[config.mk]
export PLATFORM = sky130hd
export DESIGN_NAME = relay_spi_device_flat
export DESIGN_NICKNAME = d
export VERILOG_FILES = /design/src/pkg/relay_spi_pkg.sv /design/src/pkg/relay_spi_if.sv /design/src/rtl/relay_spi_device.sv /design/src/rtl/sync_edge.sv /design/src/flat_wrapper.sv
export SDC_FILE = /design/constraint.sdc
export NUM_CORES = 1
export LEC_CHECK = 0
export BUFFER_PORTS_ARGS = -buffer_cell sky130_fd_sc_hd__buf_4
export CORE_MARGIN = 5
export CORE_UTILIZATION = 55
export DETAILED_ROUTE_END_ITERATION = 10
export PLACE_DENSITY = 0.71
export SLEW_MARGIN = 20
export SYNTH_ARGS = -nofsm -noshare
export SYNTH_HDL_FRONTEND = slang
export SYNTH_SLANG_ARGS = --single-unit
export TNS_END_PERCENT = 100
[constraint.sdc]
create_clock -name i_ref_clk -period 3.22 [get_ports i_ref_clk]
set_clock_uncertainty 0.15 [all_clocks]
set_input_delay 0.644 -clock i_ref_clk [delete_from_list [all_inputs] [get_ports i_ref_clk]]
set_output_delay 0.644 -clock i_ref_clk [all_outputs]
set_load 0.05 [all_outputs]
[src/pkg/relay_spi_pkg.sv]
package relay_spi_pkg;

    ////////////////////////////////////////////////////////////////////////////////
    // clock and link timing
    localparam int CLK_MHZ        = 200;
    localparam int SCLK_PERIOD_NS = 200;
    localparam int CS_LEAD_NS     = 200;
    localparam int CS_LAG_NS      = 200;
    localparam int CS_GAP_NS      = 250;
    // least times round up to whole cycles
    localparam int HALF_CYC       = (SCLK_PERIOD_NS * CLK_MHZ + 1999) / 2000;
    localparam int LEAD_CYC       = (CS_LEAD_NS * CLK_MHZ + 999) / 1000;
    localparam int LAG_CYC        = (CS_LAG_NS * CLK_MHZ + 999) / 1000;
    localparam int GAP_CYC        = (CS_GAP_NS * CLK_MHZ + 999) / 1000;
    localparam int TIMER_W        = 8;

    ////////////////////////////////////////////////////////////////////////////////
    // frame layout
    localparam int FRAME_BITS = 16;
    localparam int BYTE_BITS  = 8;
    localparam int MAX_EXTRA  = 2;
    localparam int CNT_W      = 6;
    localparam int ADDR_W     = 6;
    localparam int XFER_FLAG_BIT = 10;
    localparam logic [1:0]  PREFIX_WRITE = 2'h2;
    localparam logic [1:0]  PREFIX_READ  = 2'h1;
    localparam logic [1:0]  READ_TAIL    = 2'h2;
    localparam logic [15:0] DIAG_RESET   = 16'h7800;
    localparam logic [15:0] DIAG_KEEP    = 16'h7dff;
    localparam logic [15:0] SYNTAX_REPLY = 16'hffff;
    localparam logic [ADDR_W-1:0] ID_IDX = 6'h00;
    localparam logic [63:0] USED_MAP     = 64'h0000_0000_0000_ffff;

    ////////////////////////////////////////////////////////////////////////////////
    // controller registers, byte offsets
    localparam logic [7:0] OFS_CTRL     = 8'h00;
    localparam logic [7:0] OFS_TX       = 8'h04;
    localparam logic [7:0] OFS_RX       = 8'h08;
    localparam logic [7:0] OFS_STAT     = 8'h0c;
    localparam logic [7:0] OFS_IRQ_STAT = 8'h10;
    localparam logic [7:0] OFS_IRQ_MASK = 8'h14;
    localparam int CTRL_START_BIT = 0;
    localparam int CTRL_CNT_LSB   = 8;
    localparam logic [CNT_W-1:0] CNT_RESET = 6'h10;

    ////////////////////////////////////////////////////////////////////////////////
    // types
    typedef logic [15:0] frame_t;
    typedef logic [31:0] word_t;
    typedef logic [7:0]  apb_addr_t;
    typedef enum logic [1:0] {KIND_DIAG, KIND_READ, KIND_SYNTAX, KIND_ID} reply_kind_t;
    typedef enum logic {DEV_IDLE = 1'b0, DEV_FRAME = 1'b1} dev_state_t;
    // lag to gap is the only two-bit step; both middle codes decode as deselected
    typedef enum logic [2:0] {
        H_IDLE = 3'b000, H_LEAD = 3'b001, H_HIGH = 3'b011,
        H_LOW  = 3'b010, H_LAG  = 3'b111, H_GAP  = 3'b100
    } host_state_t;

endpackage : relay_spi_pkg

[src/pkg/relay_spi_if.sv]
`timescale 1ns/100ps
interface relay_spi_if;
    logic chip_select_low;
    logic sclk;
    logic mosi;
    logic miso_out;
    logic miso_oe;
    wire  miso;

    // released line is seen high by the master
    assign miso = miso_oe ? miso_out : 1'b1;

    modport device (input chip_select_low, input sclk, input mosi,
                    output miso_out, output miso_oe);
    modport host   (output chip_select_low, output sclk, output mosi, input miso);
endinterface : relay_spi_if

[src/rtl/relay_spi_device.sv]
// Behaviour
// - reply comes only in the next frame
// - bad clock count gives error reply
// - reset or soft reset gives special reply
// - prefix 11 write is syntax error
// - prefix 00 read is syntax error
// - unused register address is syntax error
// - bit15 0, bit0 1 returns diagnosis
// - write frame stores byte except at id address, diagnosis next
// - read frame returns echoed address, byte
// - drive output only while selected
// - sample input on serial clock fall
// - success is 16, 24 or 32 clocks
// - act on frame at select rise
// - first reply error flag plus identity
// - one shift register, in and out
`timescale 1ns/100ps
module relay_spi_device
    import relay_spi_pkg::*;
#(
    // arbitrary identification value
    parameter logic [7:0] ID_VALUE = 8'h5a
) (
    // clock and reset
    input  wire logic                  i_ref_clk,
    input  wire logic                  i_rst_b,
    // serial link
    relay_spi_if.device                link,
    // device status and control
    input  wire relay_spi_pkg::frame_t i_diag_status,
    input  wire logic                  i_soft_reset,
    // register write report
    output logic                       o_wr_valid,
    output logic [5:0]                 o_wr_addr,
    output logic [7:0]                 o_wr_data,
    // frame result
    output logic                       o_transfer_error_flag,
    output logic                       o_syntax_err
);
    import relay_spi_pkg::*;

    ////////////////////////////////////////////////////////////////////////////////
    // pin synchronisers
    logic cs_level;
    logic cs_rise;
    logic cs_fall;
    logic sclk_fall;
    logic mosi_level;

    // select idles high, so it resets high to avoid a false rise
    sync_edge #(.RESET_VAL(1'b1)) u_sync_cs (
        .i_ref_clk (i_ref_clk),
        .i_rst_b   (i_rst_b),
        .i_async   (link.chip_select_low),
        .o_level   (cs_level),
        .o_rise    (cs_rise),
        .o_fall    (cs_fall)
    );

    sync_edge #(.RESET_VAL(1'b0)) u_sync_sclk (
        .i_ref_clk (i_ref_clk),
        .i_rst_b   (i_rst_b),
        .i_async   (link.sclk),
        .o_level   (),
        .o_rise    (),
        .o_fall    (sclk_fall)
    );

    // same latency as the clock, so data stays aligned to its edge
    sync_edge #(.RESET_VAL(1'b0)) u_sync_mosi (
        .i_ref_clk (i_ref_clk),
        .i_rst_b   (i_rst_b),
        .i_async   (link.mosi),
        .o_level   (mosi_level),
        .o_rise    (),
        .o_fall    ()
    );

    ////////////////////////////////////////////////////////////////////////////////
    // state
    dev_state_t           state;
    dev_state_t           next_state;
    frame_t               shift;
    logic [CNT_W-1:0]     clk_cnt;
    logic                 transfer_error_flag;
    reply_kind_t          kind;
    logic [ADDR_W-1:0]    reply_addr;
    logic [7:0]           reply_byte;
    logic [7:0]           mem [64];

    ////////////////////////////////////////////////////////////////////////////////
    // frame decode
    logic [1:0]        prefix;
    logic [ADDR_W-1:0] addr_idx;
    logic [7:0]        data_byte;
    logic              count_ok;
    logic              is_diag;
    logic              is_read;
    logic              is_write;
    logic              addr_used;
    logic              syntax_err;
    logic              do_write;
    logic [7:0]        read_byte;
    logic              frame_end;

    assign prefix    = shift[15:14];
    assign addr_idx  = shift[13:8];
    assign data_byte = shift[7:0];

    assign count_ok  = (clk_cnt >= CNT_W'(FRAME_BITS))
                     && (clk_cnt <= CNT_W'(FRAME_BITS + MAX_EXTRA * BYTE_BITS))
                     && (clk_cnt[2:0] == 3'h0);

    assign is_diag   = !shift[15] && shift[0];
    assign is_read   = (prefix == PREFIX_READ) && (shift[1:0] == READ_TAIL);
    assign is_write  = (prefix == PREFIX_WRITE);
    assign addr_used = USED_MAP[addr_idx];
    assign syntax_err = !is_diag && !((is_read || is_write) && addr_used);

    assign frame_end = cs_rise && (state == DEV_FRAME);
    assign do_write  = frame_end && count_ok && !syntax_err && is_write && !is_diag
                     && (addr_idx != ID_IDX);
    assign read_byte = (addr_idx == ID_IDX) ? ID_VALUE : mem[addr_idx];

    ////////////////////////////////////////////////////////////////////////////////
    // reply word chosen at select fall
    frame_t diag_word;
    frame_t reply_word;

    assign diag_word = (i_diag_status & DIAG_KEEP)
                     | (frame_t'(transfer_error_flag) << XFER_FLAG_BIT);

    always_comb
    begin
        case (kind)
            KIND_DIAG:   reply_word = diag_word;
            KIND_READ:   reply_word = {PREFIX_WRITE, reply_addr, reply_byte};
            KIND_SYNTAX: reply_word = SYNTAX_REPLY;
            KIND_ID:     reply_word = {diag_word[15:8], ID_VALUE};
            default:     reply_word = diag_word;
        endcase
    end

    ////////////////////////////////////////////////////////////////////////////////
    // select state machine
    always_comb
    begin
        case (state)
            DEV_IDLE:  next_state = cs_fall ? DEV_FRAME : DEV_IDLE;
            DEV_FRAME: next_state = cs_rise ? DEV_IDLE : DEV_FRAME;
            default:   next_state = DEV_IDLE;
        endcase
    end

    always_ff @(posedge i_ref_clk or negedge i_rst_b)
    begin
        if (!i_rst_b)
            state <= DEV_IDLE;
        else
            state <= next_state;
    end

    ////////////////////////////////////////////////////////////////////////////////
    // shift register and clock count
    // one register in and out
    always_ff @(posedge i_ref_clk or negedge i_rst_b)
    begin
        if (!i_rst_b)
        begin
            shift   <= 16'h0000;
            clk_cnt <= 6'h00;
        end
        else if (cs_fall)
        begin
            shift   <= reply_word;
            clk_cnt <= 6'h00;
        end
        else if (sclk_fall && state == DEV_FRAME)
        begin
            shift   <= {shift[14:0], mosi_level};
            // saturates so long bursts still count as bad
            clk_cnt <= (&clk_cnt) ? clk_cnt : clk_cnt + 6'h01;
        end
    end

    ////////////////////////////////////////////////////////////////////////////////
    // frame result and next reply kind
    always_ff @(posedge i_ref_clk or negedge i_rst_b)
    begin
        if (!i_rst_b)
        begin
            transfer_error_flag <= 1'b1;
            kind       <= KIND_ID;
            reply_addr <= 6'h00;
            reply_byte <= 8'h00;
        end
        else if (i_soft_reset)
        begin
            transfer_error_flag <= 1'b1;
            kind <= KIND_ID;
        end
        else if (frame_end)
        begin
            transfer_error_flag <= !count_ok;
            reply_addr <= addr_idx;
            reply_byte <= read_byte;
            if (!count_ok)
                kind <= KIND_DIAG;
            else if (syntax_err)
                kind <= KIND_SYNTAX;
            else if (is_read && !is_diag)
                kind <= KIND_READ;
            else
                kind <= KIND_DIAG;
        end
        else if (cs_fall && kind == KIND_ID)
        begin
            kind <= KIND_DIAG;
        end
    end

    ////////////////////////////////////////////////////////////////////////////////
    // register bank, cleared by either reset
    genvar g;
    generate
        for (g = 0; g < 64; g++)
        begin : g_mem
            always_ff @(posedge i_ref_clk or negedge i_rst_b)
            begin
                if (!i_rst_b)
                    mem[g] <= 8'h00;
                else if (i_soft_reset)
                    mem[g] <= 8'h00;
                else if (do_write && addr_idx == ADDR_W'(g))
                    mem[g] <= data_byte;
            end
        end
    endgenerate

    ////////////////////////////////////////////////////////////////////////////////
    // user side reports
    always_ff @(posedge i_ref_clk or negedge i_rst_b)
    begin
        if (!i_rst_b)
        begin
            o_wr_valid   <= 1'b0;
            o_wr_addr    <= 6'h00;
            o_wr_data    <= 8'h00;
            o_syntax_err <= 1'b0;
        end
        else
        begin
            o_wr_valid   <= do_write;
            o_wr_addr    <= do_write ? addr_idx : o_wr_addr;
            o_wr_data    <= do_write ? data_byte : o_wr_data;
            o_syntax_err <= frame_end && count_ok && syntax_err;
        end
    end

    assign link.miso_oe       = (state == DEV_FRAME);
    assign link.miso_out      = shift[15];
    assign o_transfer_error_flag = transfer_error_flag;
endmodule : relay_spi_device

[src/rtl/sync_edge.sv]
`timescale 1ns/100ps
module sync_edge #(
    parameter logic RESET_VAL = 1'b0
) (
    // clock and reset
    input  wire logic i_ref_clk,
    input  wire logic i_rst_b,
    // asynchronous level in
    input  wire logic i_async,
    // synchronised level and its edges
    output logic      o_level,
    output logic      o_rise,
    output logic      o_fall
);
    logic meta;
    logic stable;
    logic prev;

    // meta is read by stable alone
    always_ff @(posedge i_ref_clk or negedge i_rst_b)
    begin
        if (!i_rst_b)
        begin
            meta   <= RESET_VAL;
            stable <= RESET_VAL;
            prev   <= RESET_VAL;
        end
        else
        begin
            meta   <= i_async;
            stable <= meta;
            prev   <= stable;
        end
    end

    // edges from the two stable stages
    assign o_level = stable;
    assign o_rise  = stable & ~prev;
    assign o_fall  = ~stable & prev;
endmodule : sync_edge

[src/flat_wrapper.sv]
// flat-port wrapper written by rule: the top's interface ports become plain ports
module relay_spi_device_flat import relay_spi_pkg::*;
#(
                                     
    parameter logic [7:0] ID_VALUE = 8'h5a
)
  (i_ref_clk, i_rst_b, i_diag_status, i_soft_reset, o_wr_valid, o_wr_addr, o_wr_data, o_transfer_error_flag, o_syntax_err, link_chip_select_low, link_sclk, link_mosi, link_miso_out, link_miso_oe);
  relay_spi_if link_i ();
  input  wire logic i_ref_clk;
  input  wire logic i_rst_b;
  input  wire relay_spi_pkg::frame_t i_diag_status;
  input  wire logic i_soft_reset;
  output logic o_wr_valid;
  output logic [5:0] o_wr_addr;
  output logic [7:0] o_wr_data;
  output logic o_transfer_error_flag;
  output logic o_syntax_err;
  input wire logic [$bits(link_i.chip_select_low)-1:0] link_chip_select_low;
  input wire logic [$bits(link_i.sclk)-1:0] link_sclk;
  input wire logic [$bits(link_i.mosi)-1:0] link_mosi;
  output wire logic [$bits(link_i.miso_out)-1:0] link_miso_out;
  output wire logic [$bits(link_i.miso_oe)-1:0] link_miso_oe;
  assign link_i.chip_select_low = link_chip_select_low;
  assign link_i.sclk = link_sclk;
  assign link_i.mosi = link_mosi;
  assign link_miso_out = link_i.miso_out;
  assign link_miso_oe = link_i.miso_oe;
  relay_spi_device #(.ID_VALUE(ID_VALUE)) u_core (.i_ref_clk(i_ref_clk), .i_rst_b(i_rst_b), .link(link_i), .i_diag_status(i_diag_status), .i_soft_reset(i_soft_reset), .o_wr_valid(o_wr_valid), .o_wr_addr(o_wr_addr), .o_wr_data(o_wr_data), .o_transfer_error_flag(o_transfer_error_flag), .o_syntax_err(o_syntax_err));
endmodule
-- Word-level counts from Yosys, hierarchy flattened
Memory sizes are Yosys's and may differ from the RTL's.
Cells that the tools add are included.
- add/subtract/negate cells: 1
- order comparisons: 4
- equality and inequality tests: 70
- multiplexer cells: 150
- bitwise operators: 10
- reductions and logical operators: 160
- operator list (operator ; number):
    $mux 8 ; 131
    $eq 6x6->1 const B ; 32
    $reduce_bool 2->1 ; 66
    $eq 6x5->1 const B ; 16
    $logic_and 1x1->1 ; 80
    $pmux 16 s4 ; 1
    $bmux 8 s6 ; 1
    $eq 6x4->1 const B ; 8
    $mux 16 ; 2
    $eq 6x3->1 const B ; 4
    $mux 6 ; 3
    $or 15x11->15 ; 1
    $eq 6x2->1 const B ; 2
    $mux 2 ; 5
    $eq 2x2->1 const B ; 4
    $ge 7x7->1 const B ; 1
    $lt 6x7->1 const B ; 1
    $not 6->7 ; 1
    $add 6x1->6 const B ; 1
    $eq 6x1->1 const B ; 1
    $ge 6x5->1 const B ; 1
    $le 6x6->1 const B ; 1
    $logic_not 6->1 ; 1
    $mux 1 ; 6
    other kinds (13) ; 25
- register bits after elaboration: 576
- bits in read-only memories: 64
- bits of input ports: 22
- output and inout bits: 19
- logic and storage cells: 479
- memories: 1
- memories (memory ; words ; bits a word ; rd ports ; clocked after Yosys merged registers in ; write ports ; RTL line ; source):
    (name not given) ; 64 ; 1 ; 1 ; 0 ; 0 ; relay_spi_device.sv:117 ; assign addr_used = USED_MAP[addr_idx];

-- Depth between registers and ports, before layout
- depth after elaboration: 14
- depth in mapped cells: 11
- mapped depth without buffers: 7

-- Cells and area by module
From an unflattened synthesis, not the netlist that was laid out.
- cells, all modules: 2082
- area total of the unflattened synthesis: 24733.7 um2
- by module, submodules not included (module ; times used ; cells an instance ; area an instance (um2)):
    relay_spi_device ; 1 ; 2067 ; 24459.7
    sync_edge at u_core.u_sync_mosi ... ; 2 ; 5 ; 90.1
    sync_edge at u_core.u_sync_cs ; 1 ; 5 ; 93.8

-- Worst setup path after synthesis
No wires, ideal clock.
- kind: register to register
- from: reg u_core.state (netlist: u_core.link.miso_oe)
- to: reg u_core.mem[440] in the netlist's numbering
- setup time: 0.132 ns
- arrival time: 2.383 ns
- slack: 0.555 ns
- stages on the path, launching flop included: 9
- path buffers: 2
- clock period less this slack: 2.665 ns
- cells stage by stage: dfrtp_1 > and3b_2 > o2111ai_2 > or2_4 > buf_6 > or4_1 > buf_2 > mux2i_1 > nor2_1
- longest elaborated chain between the ends: 8
- ends and longest elaborated chain (what ; RTL line ; source):
    start: declaration ; relay_spi_device.sv:81 ; dev_state_t state;
    start signal: assignment ; relay_spi_device.sv:160 ; state <= next_state;
    $logic_and 1x1->1 ; relay_spi_device.sv:120 ; assign frame_end = cs_rise && (state == DEV_FRAME);
    $logic_and 1x1->1 (4 in series) ; relay_spi_device.sv:121 ; assign do_write = frame_end && count_ok && !syntax_err && is_write && !is_diag
    $logic_and 1x1->1 ; relay_spi_device.sv:122 ; && (addr_idx != ID_IDX);
    $logic_and 1x1->1 ; relay_spi_device.sv:234 ; else if (do_write && addr_idx == ADDR_W'(g))
    $reduce_bool 2->1 (no source line) ; -- ;
    end signal: indexed assignment ; relay_spi_device.sv:235 ; mem[g] <= data_byte;
    end: declaration ; relay_spi_device.sv:89 ; logic [7:0] mem [64];
No other way between the ends.
A chain may end at the register's enable or synchronous reset.

-- Final worst setup path
- from: reg u_core.shift[9]
- to: reg u_core.mem[475] in the netlist's numbering
- longest elaborated chain between the ends: 12
- elaborated cells between the ends (all ways): 14
- classes of those cells: 1 x eq/ne; 1 x mux; 11 x reduce/logical; 1 x memory
- ends and longest elaborated chain (what ; RTL line ; source):
    start: declaration ; relay_spi_device.sv:83 ; frame_t shift;
    start signal: assignment ; relay_spi_device.sv:175 ; shift <= reply_word;
    start signal: assignment ; relay_spi_device.sv:180 ; shift <= {shift[14:0], mosi_level};
    $mem_v2 64x1 ; -- ;
    $mux 1 (not written as such) ; relay_spi_device.sv:117 ;
    $logic_and 1x1->1 ; relay_spi_device.sv:118 ; assign syntax_err = !is_diag && !((is_read || is_write) && addr_used);
    $logic_not 1->1 ; relay_spi_device.sv:118 ;
    $logic_and 1x1->1 ; relay_spi_device.sv:118 ;
    $logic_not 1->1 ; relay_spi_device.sv:121 ;
    $logic_and 1x1->1 (3 in series) ; relay_spi_device.sv:121 ;
    $logic_and 1x1->1 ; relay_spi_device.sv:122 ;
    $logic_and 1x1->1 * ; relay_spi_device.sv:234 ;
    $reduce_bool 2->1 (no source line) * ; -- ;
Every way passes the cells marked *; elsewhere a longest branch is shown, timed or not. The select of a mux whose other input is x is not followed.

==> impl_metrics.toml <==
[global_routing]
grt_pass1_vias = 16000
grt_usage_pct = 22.0
grt_pass1_wl_mm = 88.5
grt_remaining_overflow = 0
antenna_found_initial = 0
grt_max_degree = 269

[critical_path]
path_cells = "or4_1 -> nand2_1 -> or2_4 -> or4_1 -> mux2i_1 -> nor2_1"
critPathSlowestCell = "dfrtp_4"
reg2reg_from = "u_core.shift[9]"
cp_common_cell = "or4_1"
cp_top_family = "simple AND/OR/NAND/NOR gates"
reg2regPathDepth = 6
critical-path-max-stage-delay_ns = 0.66
end_kind = "flop"
path_buf_inv = 0
rrSetupSlack_ns = 0.21
critPathLaunchType = "flop"
cp_max_fo = 17
r2r-end = "u_core.mem[475]"
critPathKind = "flop to flop"
critPathRequiredTime_ns = 3.52
worstPathArrival_ns = 3.31

[place]
routabilityCongestion = 0.877
dp_cells = 2511
dp_hpwl_mm = 32.2
place_area_sq_um = 25700
portBuffers = 38

[timing]
period_share_pct = 93.6
fmax_mhz = 332
setup_viol = 0
slew_headroom_pct = 37.6
tightest_slew_ns = 0.935
rsz0062_at_grt = "false"
slew_viol_final = 0
post-route-min-period_ns = 3.01
hold_viol = 0
fin_tns_setup_ns = 0

[synthesis]
netlist_area_sq_um = 24600
syn_area_per_cell_sq_um = 12.6
ys.flop_type = "dfrtp_1"
synth_seq_area_share_pct = 58.5
synth_top_cell_by_area = "dfrtp_1"
syn_nets = 1981
async_flop_share_pct = 100
synth_top_cell_area_share_pct = 57.8
synth_edf_count = 0
synth_commonest_cells = "dfrtp_1 (568), nor2b_1 (398), mux2i_1 (230), nor2_1 (143), clkbuf_1 (91)"
ys_top_cells_by_area = "dfrtp_1 (58%), nor2b_1 (10%), mux2i_1 (9.4%)"
synthCells = 1953
synth_warnings = 0
synth_seq_cells = 574
synth.distinct_cells = 59
synth.most_common_cell = "dfrtp_1"

[layout]
final_nets = 2012
final_util_pct = 62.9
area_growth_pct = 13.2
n_fill_cell = 3283
fin_cells = 2623
drive_gt1_share_pct = 16.4
diodes = 0
final_area_sq_um = 27800

[clock_tree]
cts_max_path_buffers = 3
tritoncts = "built"
cts_buffers = 58
clkTransAtPathRegs_ns = 0.06
post_cts_buffers = 0
htreeDepth = 2
clock_latency_ns = 0.62
cts.sinks = 574
clk_root_buffer_cell = "clkbuf_16"

[drt]
drt_pass1_iterations = 5
via_per_inst = 5.68
ant_nets = 0
drc = 0
wl_mm = 52.8
wl_per_cell_um = 20.1
vias = 14900
first_iter_violations = 1406

[power_and_ir_drop]
ir_drop_v = 0.000441
total_power_mw = 16.6
p_per_area_nw_per_um2 = 598
p_leak_nw = 13.0

[hold_path]
hold_depth = 3
hold_end = "u_core.shift[14]"
hold_class = "input pin to flop"
hold_path.startpoint = "i_diag_status[14]"

[floorplan]
die-area_sq_um = 49000
start_util_pct = 55.6
die_w_um = 221
core_sq_um = 44200
die_h_um = 221
std_cell_rows = 77
io_pins = 41

[run]
max_cap_viol_count = 0

[outcome]
status = "finished clean"
[worst reg2reg max path, stage by stage, from the launching register on]
cell and delay (ns):
dfrtp_4 0.66, or4_1 0.64, nand2_1 0.10, or2_4 0.32, or4_1 0.61, mux2i_1 0.31
nor2_1 0.08
[state kept, by name, indices dropped and copies added, names as in the netlist, 2 cells and up]
name,count
u_core.clk_cnt,6
u_core.kind,2
u_core.mem,510
u_core.o_wr_addr,6
u_core.o_wr_data,8
u_core.reply_addr,6
u_core.reply_byte,8
u_core.shift,16
[metal layers]
layer | share of wire (%) | vias to the layer above | global-route usage [%]
met2 | 46 | 295 | 33.7
met4 | 2.7 | 0 | 6.88
met1 | 47 | 7766 | 32.6
met3 | 4.8 | 98 | 4.07
met5 | 0 | - | 0
li1 | - | 6749 | -
[kinds of logic (layout without fill, tap and decap cells)]
logic type | count (synthesis) | count (layout) | synth area share (%)
AOI/OAI and AO/OA | 173 | 173 | 4.56
muxes | 324 | 324 | 17.4
adders and majority gates | 6 | 6 | 0.305
buffers and inverters | 164 | 242 | 3.00
xor gates and xnor gates | 4 | 4 | 0.143
and+or+nand+nor | 708 | 708 | 16.2
DFF | 574 | 574 | 58.5
[power by group]
part	internal, mW	switching, mW	total (mW)	leakage (nW)
clock	4.29	2.81	7.10	1.00
combinational	0.704	1.24	1.94	4.02
sequential	7.33	0.272	7.60	7.94
total	12.3	4.32	16.6	13.0
[worst max-delay path by stage]
stage | slack, ns | cells past startpoint | endpoint | startpoint
detailed placement | 0.28 | 6 | u_core.mem[475] | u_core.u_sync_cs.o_level
floorplan | 0.55 | 8 | u_core.mem[440] | u_core.link.miso_oe
finish | 0.21 | 6 | u_core.mem[475] | u_core.shift[9]
global placement | 0.33 | 6 | u_core.mem[447] | u_core.u_sync_cs.o_level
global route | 0.12 | 6 | u_core.mem[475] | u_core.u_sync_cs.o_level
CTS | 0.20 | 6 | u_core.mem[475] | u_core.u_sync_cs.o_level
[stage by stage]
step	setup WS [ns]	hold slack, ns
final	0.206	0.192
after global routing	0.120	0.206
after CTS	0.204	0.152
after detailed placement	0.275	0.186
after global placement	0.329	0.195
after floorplan	0.555	0.181
[layout make-up]
type	instances	area [sq um]	share of cell area, %
Clock inverter	25	379	1.36
Timing Repair Buffer	122	1150	4.13
Multi-Input combinational cell	1215	9480	34.1
Tap cell	592	741	2.66
Sequential cell	574	14400	51.7
Inverter	13	48.8	0.175
Clock buffer	82	1650	5.93
[timing repair]
action                                 4_1_cts  5_1_grt
hold buffers                                 4        0
endpoints found under the hold margin       68        0
gates resized for setup                      0        0
[layout by cell type (no fill, tap or decap), types with 15 or more instances in the layout]
cell type	n
dfrtp_1	565
nor2_1	142
nand3_1	19
o21ai_0	43
mux4_2	81
buf_4	100
mux2i_1	230
buf_12	15
nand2_1	88
clkbuf_16	58
nor2b_1	397
a21oi_1	41
a22oi_1	39
Power figures use the tool's default switching activity.
